==> src/scc_defs.svh <==
/*
 holds the register indices, flag bit positions, write masks and reset values of the
 seconds calendar clock; assumes it is included once each by the package, the top and the bench
*/
`ifndef SCC_DEFS_SVH
`define SCC_DEFS_SVH

// timebase
`define SCC_TB_HZ 32768
`define SCC_SUB_W 15

// register word indices on the plain register port
`define SCC_A_CTRL 4'h0
`define SCC_A_TIME 4'h1
`define SCC_A_DATE 4'h2
`define SCC_A_SUB 4'h3
`define SCC_A_CMD 4'h4
`define SCC_A_RULE 4'h5
`define SCC_A_WPAR 4'h6
`define SCC_A_SPAR 4'h7
`define SCC_A_STAT 4'h8
`define SCC_A_MASK 4'h9
`define SCC_A_CAUSE 4'hA

// control, command, status, rule and cause bit positions
`define SCC_CTRL_RUN 0
`define SCC_CTRL_PUSH 1
`define SCC_CTRL_BIND 2
`define SCC_CMD_ZERO 0
`define SCC_ST_TICK 0
`define SCC_ST_SHIFT 1
`define SCC_ST_EDIT 2
`define SCC_RULE_SUMMER 6
`define SCC_CAUSE_EXT 8

// writable bits of the time, date and rule parameter words
`define SCC_TIME_WMASK 32'h071F3F3F
`define SCC_DATE_WMASK 32'hFFFF0F1F
`define SCC_PAR_WMASK 32'h0007FFFF

// reset values
`define SCC_CTRL_RST 3'h1
`define SCC_TIME_RST 32'h07000000
`define SCC_DATE_RST 32'h00000101
`define SCC_RULE_POR 7'h1A
`define SCC_WPAR_RST 19'h21193
`define SCC_SPAR_RST 19'h2219A

`endif

==> src/scc_pkg.sv <==
/*
 holds the types of the seconds calendar clock: time, date and rule layouts and the
 state record; assumes scc_defs.svh is on the include path
*/
`include "scc_defs.svh"

package scc_pkg;

   typedef struct packed {
      logic [4:0] rsv3;
      logic [2:0] dow;
      logic [2:0] rsv2;
      logic [4:0] hour;
      logic [1:0] rsv1;
      logic [5:0] min;
      logic [1:0] rsv0;
      logic [5:0] sec;
   } scc_time_s;

   typedef struct packed {
      logic [15:0] year;
      logic [3:0] rsv1;
      logic [3:0] month;
      logic [2:0] rsv0;
      logic [4:0] date;
   } scc_date_s;

   // one seasonal rule entry; dow 7 means match on the exact date only, no weekday test
   typedef struct packed {
      logic [1:0] shift;
      logic [4:0] hour;
      logic [2:0] dow;
      logic [4:0] date;
      logic [3:0] month;
   } scc_par_s;

   typedef struct packed {
      logic osc_s1;
      logic osc_s2;
      logic osc_s3;
      logic tb_lvl;
      logic [`SCC_SUB_W-1:0] sub;
      logic [2:0] ctrl;
      scc_time_s tm;
      scc_date_s dt;
      logic [6:0] rule;
      scc_par_s wpar;
      scc_par_s spar;
      logic [2:0] stat;
      logic [2:0] mask;
      logic [7:0] cause;
      logic irq;
      logic [31:0] rdata;
      scc_time_s disp_tm;
      scc_date_s disp_dt;
      logic disp_upd;
      logic push_out;
   } scc_state_s;

endpackage

==> src/scc_top.sv <==
/*
 seconds calendar clock: 32768 Hz timebase, sub-second count, time and date record,
 hourly seasonal shift rule, bound display control, reset cause and interrupt.
 assumes osc_32k is a free running pin from outside the ref_clk domain, and that
 the register master, edit inputs and cause inputs are synchronous to ref_clk.
*/
// The plain strobed port and the register addresses were chosen for this implementation.
// Overview of operation
// - count 32768 Hz timebase; a full count raises one second event
// - run setting clear: time frozen, no client push, no tick flag
// - on second event update time and set tick flag in the same step; software clears it
// - day of week in bits 24..26, Sunday..Saturday 0..6, 7 unknown
// - sub-second count loadable and readable, 0..32767, zero command provided
// - bound display control refreshed every second
// - push setting set: push bound value to client each second, else not
// - user edit of bound control loads that time into the record
// - hourly test of seasonal rule; on match shift clock and swap season
// - rule bit 6 set is summer (retard), clear is winter (advance)
// - fixed default rule loaded at reset; software may rewrite it later
// - weekday rule fires first such weekday on or after month/date, at hour
// - separate reset cause indicators; none set means external reset pin
`include "scc_defs.svh"

module scc_top #(
   parameter int TB_HZ = `SCC_TB_HZ
) (
   // clock and reset
   input wire logic ref_clk,
   input wire logic sys_rst,
   // timebase pin
   input wire logic osc_32k,
   // register port
   input wire logic [3:0] reg_addr,
   input wire logic [31:0] reg_wdata,
   input wire logic reg_wr,
   input wire logic reg_rd,
   output logic [31:0] reg_rdata,
   // interrupt
   output logic irq,
   // bound date-time control
   output scc_pkg::scc_time_s disp_time,
   output scc_pkg::scc_date_s disp_date,
   output logic disp_update,
   output logic client_push,
   input wire logic ctl_edit,
   input wire scc_pkg::scc_time_s edit_time,
   input wire scc_pkg::scc_date_s edit_date,
   // reset cause indicators
   input wire logic cause_power_on,
   input wire logic cause_stack_over,
   input wire logic cause_stack_under,
   input wire logic cause_soft_reset,
   input wire logic cause_sleep_wake,
   input wire logic cause_wdog_reset,
   input wire logic cause_wdog_wake,
   input wire logic cause_brown_out
);
   import scc_pkg::*;

   if (TB_HZ < 2 || TB_HZ > (1 << `SCC_SUB_W))
   begin : g_bad_tb
      $error("scc_top: TB_HZ out of range");
   end

   localparam logic [`SCC_SUB_W-1:0] SUB_TOP = `SCC_SUB_W'(TB_HZ - 1);
   localparam scc_state_s RST = '{
      osc_s1: 1'b0, osc_s2: 1'b0, osc_s3: 1'b0, tb_lvl: 1'b0,
      sub: '0, ctrl: `SCC_CTRL_RST,
      tm: scc_time_s'(`SCC_TIME_RST), dt: scc_date_s'(`SCC_DATE_RST),
      rule: `SCC_RULE_POR,
      wpar: scc_par_s'(`SCC_WPAR_RST), spar: scc_par_s'(`SCC_SPAR_RST),
      stat: '0, mask: '0, cause: '0, irq: 1'b0, rdata: '0,
      disp_tm: scc_time_s'(`SCC_TIME_RST), disp_dt: scc_date_s'(`SCC_DATE_RST),
      disp_upd: 1'b0, push_out: 1'b0
   };

   scc_state_s q;
   scc_state_s n;
   logic tb_edge;
   logic sec_evt;
   logic shift_fire;
   logic wr_time;
   logic [2:0] st_clr;
   logic [2:0] st_set;
   scc_time_s t;
   scc_date_s d;
   scc_par_s par;

   function automatic logic hit(input logic [3:0] a, input logic [3:0] idx);
      return a == idx;
   endfunction

   function automatic logic [4:0] hr_move(input logic [4:0] h, input logic [1:0] s,
                                         input logic back);
      logic [5:0] v;
      v = back ? ({1'b0, h} + 6'h18 - {4'h0, s}) : ({1'b0, h} + {4'h0, s});
      if (v >= 6'h18)
      begin
         v = v - 6'h18;
      end
      return v[4:0];
   endfunction

   function automatic logic rule_match(input scc_par_s p, input scc_time_s tt,
                                       input scc_date_s dd);
      logic day_ok;
      day_ok = 1'b0;
      if (p.dow == 3'h7)
      begin
         day_ok = dd.date == p.date;
      end
      else
      begin
         day_ok = (tt.dow == p.dow) && (dd.date >= p.date)
                  && ({1'b0, dd.date} < ({1'b0, p.date} + 6'h07));
      end
      return day_ok && (dd.month == p.month) && (tt.hour == p.hour);
   endfunction

   assign wr_time = reg_wr && (hit(reg_addr, `SCC_A_TIME) || hit(reg_addr, `SCC_A_DATE));

   always_comb
   begin
      n = q;
      t = q.tm;
      d = q.dt;
      shift_fire = 1'b0;
      st_clr = '0;
      st_set = '0;
      par = q.rule[`SCC_RULE_SUMMER] ? q.spar : q.wpar;
      // three-stage pin sampler; a level counts when stages two and three agree
      n.osc_s1 = osc_32k;
      n.osc_s2 = q.osc_s1;
      n.osc_s3 = q.osc_s2;
      if (q.osc_s2 == q.osc_s3)
      begin
         n.tb_lvl = q.osc_s3;
      end
      tb_edge = (q.osc_s2 == q.osc_s3) && q.osc_s3 && !q.tb_lvl;
      sec_evt = q.ctrl[`SCC_CTRL_RUN] && tb_edge && (q.sub == SUB_TOP);
      if (q.ctrl[`SCC_CTRL_RUN] && tb_edge)
      begin
         n.sub = sec_evt ? '0 : q.sub + `SCC_SUB_W'(1);
      end
      n.disp_upd = 1'b0;
      n.push_out = 1'b0;
      n.rdata = '0;
      if (sec_evt)
      begin
         if (t.sec == 6'h3B)
         begin
            t.sec = 6'h00;
            if (t.min == 6'h3B)
            begin
               t.min = 6'h00;
               if (t.hour == 5'h17)
               begin
                  t.hour = 5'h00;
                  if (t.dow != 3'h7)
                  begin
                     t.dow = (t.dow == 3'h6) ? 3'h0 : t.dow + 3'h1;
                  end
                  if (d.date == 5'h1F)
                  begin
                     d.date = 5'h01;
                     if (d.month == 4'hC)
                     begin
                        d.month = 4'h1;
                        d.year = d.year + 16'h0001;
                     end
                     else
                     begin
                        d.month = d.month + 4'h1;
                     end
                  end
                  else
                  begin
                     d.date = d.date + 5'h01;
                  end
               end
               else
               begin
                  t.hour = t.hour + 5'h01;
               end
            end
            else
            begin
               t.min = t.min + 6'h01;
            end
         end
         else
         begin
            t.sec = t.sec + 6'h01;
         end
         // hourly rule test; code zero never fires
         if (t.min == 6'h00 && t.sec == 6'h00 && q.rule != 7'h00 && rule_match(par, t, d))
         begin
            shift_fire = 1'b1;
            // summer retards, winter advances; then swap season
            t.hour = hr_move(t.hour, par.shift, q.rule[`SCC_RULE_SUMMER]);
            n.rule = q.rule ^ (7'h01 << `SCC_RULE_SUMMER);
            st_set[`SCC_ST_SHIFT] = 1'b1;
         end
         n.tm = t;
         n.dt = d;
         // record updated in the same step that raises the tick flag
         st_set[`SCC_ST_TICK] = 1'b1;
         if (q.ctrl[`SCC_CTRL_BIND])
         begin
            n.disp_tm = t;
            n.disp_dt = d;
            n.disp_upd = 1'b1;
            n.push_out = q.ctrl[`SCC_CTRL_PUSH];
         end
      end
      // user edit overrides the second update
      if (q.ctrl[`SCC_CTRL_BIND] && ctl_edit)
      begin
         n.tm = scc_time_s'(edit_time & `SCC_TIME_WMASK);
         n.dt = scc_date_s'(edit_date & `SCC_DATE_WMASK);
         st_set[`SCC_ST_EDIT] = 1'b1;
      end
      // register writes win over hardware updates, except status set bits
      if (reg_wr)
      begin
         unique case (reg_addr)
            `SCC_A_CTRL: n.ctrl = reg_wdata[2:0];
            `SCC_A_TIME: n.tm = scc_time_s'(reg_wdata & `SCC_TIME_WMASK);
            `SCC_A_DATE: n.dt = scc_date_s'(reg_wdata & `SCC_DATE_WMASK);
            `SCC_A_SUB: n.sub = reg_wdata[`SCC_SUB_W-1:0];
            `SCC_A_CMD:
            begin
               if (reg_wdata[`SCC_CMD_ZERO])
               begin
                  n.sub = '0;
               end
            end
            // software may replace the rule at any time
            `SCC_A_RULE: n.rule = reg_wdata[6:0];
            `SCC_A_WPAR: n.wpar = scc_par_s'(reg_wdata[18:0]);
            `SCC_A_SPAR: n.spar = scc_par_s'(reg_wdata[18:0]);
            `SCC_A_STAT: st_clr = reg_wdata[2:0];
            `SCC_A_MASK: n.mask = reg_wdata[2:0];
            default:
            begin
            end
         endcase
      end
      // set wins over a write-one clear in the same cycle
      n.stat = (q.stat & ~st_clr) | st_set;
      n.irq = |(q.stat & q.mask);
      n.cause = {cause_brown_out, cause_wdog_wake, cause_wdog_reset, cause_sleep_wake,
                 cause_soft_reset, cause_stack_under, cause_stack_over, cause_power_on};
      if (reg_rd)
      begin
         unique case (reg_addr)
            `SCC_A_CTRL: n.rdata = {29'h0, q.ctrl};
            `SCC_A_TIME: n.rdata = q.tm;
            `SCC_A_DATE: n.rdata = q.dt;
            `SCC_A_SUB: n.rdata = {{(32 - `SCC_SUB_W){1'b0}}, q.sub};
            `SCC_A_RULE: n.rdata = {25'h0, q.rule};
            `SCC_A_WPAR: n.rdata = {13'h0, q.wpar};
            `SCC_A_SPAR: n.rdata = {13'h0, q.spar};
            `SCC_A_STAT: n.rdata = {29'h0, q.stat};
            `SCC_A_MASK: n.rdata = {29'h0, q.mask};
            `SCC_A_CAUSE: n.rdata = {23'h0, q.cause == 8'h00, q.cause};
            default: n.rdata = '0;
         endcase
      end
   end

   always_ff @(posedge ref_clk)
   begin
      if (sys_rst)
      begin
         q <= RST;
      end
      else
      begin
         q <= n;
      end
   end

   assign reg_rdata = q.rdata;
   assign irq = q.irq;
   assign disp_time = q.disp_tm;
   assign disp_date = q.disp_dt;
   assign disp_update = q.disp_upd;
   assign client_push = q.push_out;
endmodule // scc_top

==> config.mk <==
export PLATFORM = sky130hd
export DESIGN_NAME = scc_top
export DESIGN_NICKNAME = d
export VERILOG_FILES = /design/src/scc_pkg.sv /design/src/scc_top.sv
export VERILOG_INCLUDE_DIRS = /design/src
export SDC_FILE = /design/constraint.sdc
export NUM_CORES = 1
export LEC_CHECK = 0
export BUFFER_PORTS_ARGS = -buffer_cell sky130_fd_sc_hd__buf_2
export CAP_MARGIN = 15
export CORE_UTILIZATION = 52
export CTS_CLUSTER_DIAMETER = 50
export DETAILED_ROUTE_END_ITERATION = 6
export PLACE_DENSITY = 0.77
export SETUP_SLACK_MARGIN = 0.3
export SYNTH_ARGS = -nofsm -noshare
export SYNTH_HDL_FRONTEND = slang
export SYNTH_SLANG_ARGS = --single-unit
==> constraint.sdc <==
create_clock -name ref_clk -period 4.63 [get_ports ref_clk]
set_clock_uncertainty 0.15 [all_clocks]
set_input_delay 1.1575 -clock ref_clk [delete_from_list [all_inputs] [get_ports ref_clk]]
set_output_delay 1.1575 -clock ref_clk [all_outputs]
set_load 0.01 [all_outputs]
======== Word-level counts from Yosys, hierarchy flattened ========
Index checks and enable logic that the tools add are counted.
storage, ports and cells
  bits in registers ....................... 244
  bits in latches ......................... 0
  memory bits (writable) .................. 0
  bits in read-only memories .............. 0
  input bits .............................. 114
  logic and storage cells ................. 183
  memories ................................ 0
cells by class
  add/subtract/negate cells ............... 13
  multipliers ............................. 0
  divide/modulo/power cells ............... 0
  magnitude comparators ................... 3
  equal/unequal tests ..................... 24
  shift-type cells ........................ 0
  mux-type cells .......................... 58
  bitwise operators ....................... 8
  reductions and logical operators ........ 27
operators by type and width
  kind                                                 number
  one-hot mux 32 bit (10 select lines)                 1
  two-way mux 127 bit                                  1
  two-way mux 16 bit                                   5
  two-way mux 66 bit                                   1
  two-way mux 32 bit                                   2
  two-way mux 64 bit                                   1
  two-way mux 19 bit                                   3
  two-way mux 5 bit                                    11
  two-way mux 15 bit                                   3
  two-way mux 6 bit                                    6
  one-hot mux 15 bit (2 select lines)                  1
  two-way mux 3 bit                                    9
  two-way mux 4 bit                                    6
  adder 16 x 1 -> 16 bit, second input constant        1
  equality test 4 x 3 -> 1 bit, second input constant  4
  equality test 4 bit, second input constant           4
  adder 15 x 1 -> 15 bit, second input constant        1
  equality test 15 bit, second input constant          1
  two-way mux 7 bit                                    2
  adder 6 x 1 -> 6 bit, second input constant          2
  equality test 6 bit, second input constant           2
  logical AND 1 bit                                    12
  zero test 6 bit                                      2
  adder 5 x 1 -> 5 bit, second input constant          2
  32 further kinds                                     50

======== Depth between registers and ports, before layout ========
Gate-level depths: netlist of run 1.
  depth in word-level cells ............... 20
  depth in mapped cells ................... 18

======== Worst setup path after synthesis of run 1 ========
OpenSTA, ideal clock, no wires.
  path type ............................... register to register
  start point ............................. register q[157] in the netlist's numbering
  end point ............................... register q[210] in the netlist's numbering
  arrival time ............................ 4536 ps
  required time ........................... 4338 ps
  path slack .............................. -198 ps
  stages on the path, launching flop included .. 19
  path buffers ............................ 6
  cells stage by stage .................... dfxtp_1 > buf_2 > buf_2 > clkbuf_1 > clkbuf_1 > clkbuf_1 > mux2i_1 > ha_1 > ha_1 > nor2b_1 > o21a_1 > o211ai_1 > a22o_1 > a31oi_1 > or4_1 > buf_2 > or4b_1 > nand4_1 > a311oi_1
on the way
  word-level cells in the longest chain between the ends .. 14
  elaborated cells between the ends (all ways) .. 29
ends and longest elaborated chain
  element                                                                   RTL line                        RTL
  start: declaration                                                        scc_top.sv:77                   scc_state_s q;
  start signal: assignment                                                  scc_top.sv:280                  q <= n;
  two-way mux 19 bit                                                        scc_top.sv:130                  par = q.rule[`SCC_RULE_SUMMER] ? q.spar : q.wpar;
  adder 5 x 3 -> 6 bit (tied with other cells)                              scc_top.sv:115                  && ({1'b0, dd.date} < ({1'b0, p.date} + 6'h07));
  less-than comparator 5 x 6 -> 1 bit or logical AND 1 bit (tied branches)  scc_top.sv:115, scc_top.sv:114
  logical AND 1 bit                                                         scc_top.sv:115
  two-way mux 1 bit                                                         scc_top.sv:108                  if (p.dow == 3'h7)
  two-way mux 1 bit                                                         scc_top.sv:148                  if (sec_evt)
  logical AND 1 bit (2 in a row)                                            scc_top.sv:117                  return day_ok && (dd.month == p.month) && (tt.hour == p.hour);
  logical AND 1 bit                                                         scc_top.sv:196                  if (t.min == 6'h00 && t.sec == 6'h00 && q.rule != 7'h00 && rule_match(par, t, d))
  two-way mux 5 bit *                                                       scc_top.sv:196
  two-way mux 66 bit *                                                      scc_top.sv:148
  two-way mux 64 bit *                                                      scc_top.sv:217                  if (q.ctrl[`SCC_CTRL_BIND] && ctl_edit)
  two-way mux 32 bit                                                        scc_top.sv:226                  unique case (reg_addr)
  two-way mux 127 bit *                                                     scc_top.sv:224                  if (reg_wr)
Every way passes the cells marked *; elsewhere a longest branch is shown, timed or not. The select of a mux whose other input is x is not followed.
A chain may end at the register's enable or synchronous reset.

======== Worst setup path after layout of run 1 ========
  start point ............................. register q[207] in the netlist's numbering
  end point ............................... register q (netlist bit disp_time[18])
on the way
  word-level cells in the longest chain between the ends .. 14
  elaborated cells between the ends (all ways) .. 39
ends and longest elaborated chain
  element                                                        RTL line
  branches (longest 13 deep; another with adder 5 x 5 -> 6 bit)  --
  two-way mux 5 bit *                                            scc_top.sv:196
Mark *: on every way between the ends. The select of a mux whose other input is x is not followed.

==> results of run 1 <==
metrics by stage:
step	cells	setup slack, ps
finish	2108	315.8
global route	2108	230.8
CTS	2095	317.7
detailed placement	2041	34.16
global placement	2041	147.6
floorplan	1670	307.8
registers in the layout, summed over array words and instances, names as in the netlist:
name         flops
client_push      1
d                7
irq              1
disp_date       32
disp_update      1
disp_time       32
reg_rdata       32
n                2
q              136
worst paths after layout:
check / cells past startpoint / startpoint / end
setup / recovery: 17 / q[207] / disp_time[18]
hold / removal: 2 / disp_time[28] / disp_time[28]
setup reg to reg: 17 / q[207] / disp_time[18]
hold reg to reg: 2 / disp_time[28] / disp_time[28]
what timing repair did:
item                       CTS  global route
setup buffers                0            13
setup endpoints to repair   10            11
pin swaps                    3            19
resized for setup           14            26
cloned                       0             0
cell type report:
type / instances / area, um^2
clock buffer: 40 / 827.0
clock inverter: 14 / 160.2
fill: 2232 / 9806
inverter: 27 / 101.3
multi-input combinational: 1178 / 7282
sequential: 244 / 4896
tap: 330 / 412.9
timing repair buffer: 275 / 1624
cell families (layout without fill, tap and decap cells):
family / Yosys count / after routing / synth area share [%]
multiplexers: 39 / 39 / 2.990
buffers and inverters: 248 / 356 / 9.910
AND/OR/NAND/NOR: 649 / 649 / 23.33
adder cells (fa/ha/maj): 32 / 32 / 3.121
AO/OA/AOI/OAI: 399 / 399 / 20.06
flip-flops: 244 / 244 / 36.71
XOR/XNOR: 59 / 59 / 3.883
critical path: cells and delay by family, from the launching register on:
family / cells / cell delay (ps)
simple gates: 4 / 1360
flops: 1 / 350
buf+inv: 2 / 310
fa+ha+maj: 2 / 340
compound gates: 9 / 1650
cell usage in the layout (no fill, tap or decap), drive strengths merged, types with 37 or more instances in the layout:
master,count
nor3,37
buf,275
nor2,188
nand3,37
a22oi,54
a21oi,126
a211oi,60
o21ai,38
dfxtp,244
clkbuf,40
nand2,218
layer usage:
metal	track usage [%]	up-vias	routed length, um
li1	-	5981	-
met1	44.89	6173	18460
met2	52.73	816	19790
met3	5.056	141	4774
met4	14.92	0	2086
met5	0	-	0
power groups by stage:
stage / clock (uW) / combinational (uW) / sequential (uW)
global placement: 0 / 294 / 2200
global route: 2450 / 334 / 2160
floorplan: 0 / 174 / 2190
CTS: 2350 / 301 / 2160
finish: 2340 / 315 / 2160
detailed placement: 0 / 297 / 2200
==> run summary, run 1 <==
• internal reg-to-reg setup slack: 320 ps
• Routed wire per std cell: 21.40 um
• I/O pin count: 213
• worst-skew pair later-pin latency: 560 ps
• via count of the first global-routing pass: 11,800
• total number of vias: 13,110
• arrival time at the worst endpoint: 4560 ps
• Clock Path Buffers: 3
• portion of total power attributed to combinational logic: 6.6%
• overall power: 4813 uW
• RSZ-0062 raised after global routing: true
• CTS H-tree lvls: 1
• total of max-cap violations: 0
• count of hold buffers inserted by post-cts repair: 0
• cell types with the largest area share after synthesis: sky130_fd_sc_hd__dfxtp_1 37%, sky130_fd_sc_hd__nand2_1 6.1%, sky130_fd_sc_hd__buf_4 5.4%
• number of nets at the end of the flow: 1,901
• share of post-route cells with drive strength above 1: 21.20%
• cells after synthesis: 1,670
• type of the worst setup path: reg -> reg
• nature of the critical path endpoint: flip-flop
• Die Ht: 162.0 um
• Slew HR: 32.97%
• clock transition at the registers of the reported paths: 60 ps
• kind of start point of the critical path: flip-flop
• GRT overflow: 0
• total non-filler cell area in the finished layout: 15,300 um^2
• port buffer count: 193
• number of antenna violations at the first check in global routing: 0
• internal power: 3619 uW
• hold slack: 299.2 ps
• share of synthesized registers carrying an async set or reset: 0%
• die footprint: 26,240 um^2
• flip-flop cell with the highest count after synthesis: sky130_fd_sc_hd__dfxtp_1
• # rows: 58
• Req. time, crit path: 4870 ps
• Leak: 0.005959 uW
• number of enable flip-flop cells after synthesis: 0
• share of Yosys cell area claimed by the top area cell type: 36.71%
• clock tree root buffer cell: sky130_fd_sc_hd__clkbuf_16
• clock sink count: 244
• Area Growth Syn to Fin: 15.00%
• highest-delay cell along the critical path: sky130_fd_sc_hd__or4_4
• min cycle time layout: 4314 ps
• Fmax: 231.8 MHz
• floorplan core area: 25,110 um^2
• VDD IR-drop max: 283.2 uV
• number of detailed-route iterations in the first pass: 6
• number of vias per cell after detailed routing: 6.220
• top cell types by occurrence after synthesis: 244 x sky130_fd_sc_hd__dfxtp_1, 218 x sky130_fd_sc_hd__nand2_1, 188 x sky130_fd_sc_hd__nor2_1, 126 x sky130_fd_sc_hd__a21oi_1, 105 x sky130_fd_sc_hd__clkbuf_1
• count of different cell masters after synthesis: 74
• pin slew with the least headroom to its limit: 996.3 ps
• Synth area leader: sky130_fd_sc_hd__dfxtp_1
• register area share after synthesis: 36.71%
• worst min path class: reg -> reg
• Clock power frac: 48.6%
• Total Neg Setup Slack: 0 ps
• Worst Path Max Fanout: 5
• Mean Syn Cell Area: 7.969 um^2
• standard cell area after detailed placement: 14,040 um^2
• critical path, cell by cell: ha_4 -> nand4b_4 -> or4_4 -> buf_4 -> o21ai_1 -> o21a_1 -> ha_1 -> nor2b_1 -> o21a_1 -> o211ai_1 -> a22o_1 -> a31oi_4 -> or4_4 -> buf_6 -> o41a_1 -> o211ai_2 -> a211oi_2
• critical path's largest stage delay: 630 ps
• maximum number of pins on one net before global-route repair: 101
• Final Max Slew Viols: 0
• most common cell in the netlist: sky130_fd_sc_hd__dfxtp_1
• Starting DRT DRC Count: 1,531
• clock tree from TritonCTS: built
• first-pass GRT wire length: 67.73 mm
• power density normalized to cell area: 314.5 nW/um^2
• Switch Pwr: 1194 uW
• Final Hold Fails: 0
• Sequential Power Share: 44.8%
• Antenna diodes: 0
• detailed placer's ending HPWL: 32.65 mm
• weighted congestion at the end of routability-driven global placement: 1.009
• Detail Route Antenna Nets: 0
• number of design rule violations left after detail routing: 0
• total routing resource utilization after global routing: 33.35%
• starting density of the core: 53.00%
• Cell Area, Synth: 13,310 um^2
• number of warnings printed during yosys synthesis: 0
• net switching fraction of the power: 24.82%
• Final Routed Wirelength: 45.11 mm
• Post-Syn Nets: 1,816
• FF+latch count, synth: 244
• status: finished clean
• TritonCTS Buffers: 29
• final count of negative-setup-slack endpoints: 0
• die extent in x: 162.0 um
• share of the core filled with cells: 60.95%
• share of the clock period used by the worst path after layout: 93.18%
(Power assumes the default switching activity.)
==> inputs of run 2 (changes only) <==
ABC_AREA = 1   (was not set)
BUFFER_PORTS_ARGS = not set   (was -buffer_cell sky130_fd_sc_hd__buf_2)
CORE_UTILIZATION = 58   (was 52)
DONT_BUFFER_PORTS = 1   (was not set)
PLACE_DENSITY = 0.76   (was 0.77)
==> run 2 against run 1 <==
Maximum frequency increased by 6.3%. Die area shrank 9.0%. Worst hold slack worse by 40 ps. Synthesized cell count increased by 16%. Highest routed layer unchanged. Area after synthesis grew 1.4%. Critical path depth increased by 1. Largest cell class unchanged. Critical path type unchanged.
==> run summary, run 2 <==
• status: finished clean
• flip-flop count of the largest register, all copies and words added: 136
• RSZ-0062 raised after global routing: false
• register area share after synthesis: 36.19%
• most common cell in the netlist: sky130_fd_sc_hd__nand2_1
• Starting DRT DRC Count: 1,437
• Post-Syn Nets: 2,084
• Mean Syn Cell Area: 6.965 um^2
• flip-flop cell with the highest count after synthesis: sky130_fd_sc_hd__dfxtp_1
• Total Neg Setup Slack: 0 ps
• clock transition at the registers of the reported paths: 60 ps
• weighted congestion at the end of routability-driven global placement: 0.9797
• Fmax: 246.3 MHz
• number of vias per cell after detailed routing: 5.992
• uppermost layer routed: met4
• floorplan core area: 22,710 um^2
• met2 wire length: 19.45 mm
• wire length the detailed router placed on met1: 17.48 mm
• die extent in x: 154.6 um
• number of design rule violations left after detail routing: 0
• via count of the first global-routing pass: 11,670
• Final Routed Wirelength: 43.40 mm
• Clock Path Buffers: 3
• starting density of the core: 59.44%
• number of detailed-route iterations in the first pass: 7
• Slew HR: 27.26%
• kind of start point of the critical path: flip-flop
• final count of negative-setup-slack endpoints: 0
• min cycle time layout: 4060 ps
• worst setup path startpoint: q[198]
• number of warnings printed during yosys synthesis: 0
• fill cell total of the finished layout: 2,148
• share of post-route cells with drive strength above 1: 7.314%
• Req. time, crit path: 4930 ps
• hold slack: 259.4 ps
• share of Yosys cell area claimed by the top area cell type: 36.19%
• VDD IR-drop max: 261.5 uV
• clock sink count: 244
• Final Hold Fails: 0
• count of different cell masters after synthesis: 53
• Synth area leader: sky130_fd_sc_hd__dfxtp_1
• number of nets at the end of the flow: 1,957
• cells after synthesis: 1,938
• I/O pin count: 213
• port buffer count: 0
• overall power: 4783 uW
• Reg with most FFs: q
• type of the worst setup path: reg -> reg
• Die Ht: 154.6 um
• Area Growth Syn to Fin: 3.439%
• die footprint: 23,890 um^2
• number of antenna violations at the first check in global routing: 0
• nature of the critical path endpoint: flip-flop
• cell types with the largest area share after synthesis: sky130_fd_sc_hd__dfxtp_1 36%, sky130_fd_sc_hd__nand2_1 12%, sky130_fd_sc_hd__inv_1 6.3%
• detailed placer's ending HPWL: 31.76 mm
• pin slew with the least headroom to its limit: 1080 ps
• GRT overflow: 0
• total of max-cap violations: 0
• arrival time at the worst endpoint: 4360 ps
• first-pass GRT wire length: 66.08 mm
• Leak: 0.005852 uW
• share of synthesized registers carrying an async set or reset: 0%
• Cell Area, Synth: 13,500 um^2
• total number of vias: 12,700
• clock tree from TritonCTS: built
• Routed wire per std cell: 20.48 um
• count of hold buffers inserted by post-cts repair: 0
• clock tree root buffer cell: sky130_fd_sc_hd__clkbuf_16
• worst hold path startpoint: n[242]
• CTS H-tree lvls: 1
• commonest cells after routing, fill and taps aside: 418 x sky130_fd_sc_hd__nand2_1, 244 x sky130_fd_sc_hd__dfxtp_1, 226 x sky130_fd_sc_hd__inv_1, 165 x sky130_fd_sc_hd__o21ai_0, 143 x sky130_fd_sc_hd__a21oi_1
• Final Max Slew Viols: 0
• number of post-CTS setup repair buffers: 0
• # rows: 55
• worst min path class: reg -> reg
• Worst R2R Start: q[198]
• share of the clock period used by the worst path after layout: 87.69%
• top cell types by occurrence after synthesis: 418 x sky130_fd_sc_hd__nand2_1, 244 x sky130_fd_sc_hd__dfxtp_1, 228 x sky130_fd_sc_hd__inv_1, 165 x sky130_fd_sc_hd__o21ai_0, 143 x sky130_fd_sc_hd__a21oi_1
• TritonCTS Buffers: 28
• Detail Route Antenna Nets: 0
• Met3 Wirelength: 4.241 mm
• post_cts resized: 0
• most common library cell in the layout ignoring fill and taps: sky130_fd_sc_hd__nand2_1
• FF+latch count, synth: 244
• total routing resource utilization after global routing: 35.83%
• maximum number of pins on one net before global-route repair: 101
• worst-skew pair later-pin latency: 560 ps
• number of enable flip-flop cells after synthesis: 0
• Worst Path Max Fanout: 7
• power density normalized to cell area: 342.6 nW/um^2
-- run 2: changes by cell type after synthesis, moves of 24 or more --
cell,previous run,this run
sky130_fd_sc_hd__nand2_1,218,418
sky130_fd_sc_hd__a211oi_1,60,5
sky130_fd_sc_hd__a22oi_1,54,5
sky130_fd_sc_hd__o21ai_0,31,165
sky130_fd_sc_hd__clkbuf_1,105,67
sky130_fd_sc_hd__nand3_1,37,124
sky130_fd_sc_hd__nor2b_1,27,0
sky130_fd_sc_hd__mux2i_1,33,0
sky130_fd_sc_hd__a31oi_1,19,44
sky130_fd_sc_hd__nor2_1,188,119
sky130_fd_sc_hd__inv_1,27,228
sky130_fd_sc_hd__and2_1,27,0
sky130_fd_sc_hd__xnor2_1,27,3
-- run 2: per-stage QoR --
| step | worst slack (ps) | cell area (um^2) | instances | util (%) |
|---|---|---|---|---|
| after floorplan | 1396 | 13500 | 1938 | - |
| after global placement | 754.1 | 12950 | 2065 | 57.04 |
| after detailed placement | 657.7 | 12960 | 2066 | 57.07 |
| after CTS | 635.1 | 13960 | 2117 | 61.46 |
| after global routing | 323.9 | 13960 | 2117 | 61.46 |
| final | 569.7 | 13960 | 2119 | 61.48 |
-- run 2: logic make-up after synthesis --
logic type	count (synthesis)	share of synthesized area, %
compound gates	466	19.71
xor+xnor	21	1.363
fa+ha+maj	32	3.078
buf+inv	426	14.87
flops	244	36.19
simple gates	749	24.80
-- run 2: worst max-delay path: stages (launching register included) --
cell,delay (ps)
sky130_fd_sc_hd__dfxtp_1,460
sky130_fd_sc_hd__ha_1,310
sky130_fd_sc_hd__nand3_1,160
sky130_fd_sc_hd__nor2_4,230
sky130_fd_sc_hd__nand3_2,220
sky130_fd_sc_hd__o21ai_0,380
sky130_fd_sc_hd__inv_1,140
sky130_fd_sc_hd__ha_1,360
sky130_fd_sc_hd__nand2_1,90
sky130_fd_sc_hd__nor3_1,170
sky130_fd_sc_hd__o21ai_1,90
sky130_fd_sc_hd__o31ai_1,110
sky130_fd_sc_hd__buf_4,200
sky130_fd_sc_hd__nand3_1,80
sky130_fd_sc_hd__nor2_2,140
sky130_fd_sc_hd__nand3_2,170
sky130_fd_sc_hd__nor2_2,240
sky130_fd_sc_hd__xor2_1,170
sky130_fd_sc_hd__a21oi_1,80
-- run 2: per-layer routing --
layer	GRT usage, %	vias to the layer above
met1	46.37	5852
met3	7.201	130
li1	-	6075
met5	0	-
met2	56.97	639
met4	17.68	0
-- run 2: power breakdown --
part / switching [uW] / internal (uW) / total [uW]
clock network: 941 / 1430 / 2370
registers: 34.1 / 2130 / 2160
logic: 171 / 76.9 / 248
-- run 2: cell type report --
class	count	area (um^2)	share of cell area, %
multi-input cells	1268	6609	47.33
flip-flops and latches	244	4885	34.99
inverters	242	908.4	6.506
clock buffers	39	792.0	5.673
well taps	285	356.6	2.554
clock inverters	12	203.9	1.461
repair buffers	27	202.7	1.452
diodes	2	5.005	0.03585
-- run 2: path summary, 6_finish.rpt --
path | endpoint | slack, ps | depth (start not counted)
setup / recovery | q[157] | 570 | 18
hold / removal | n[241] | 260 | 2
setup reg to reg | q[157] | 570 | 18
hold reg to reg | n[241] | 260 | 2
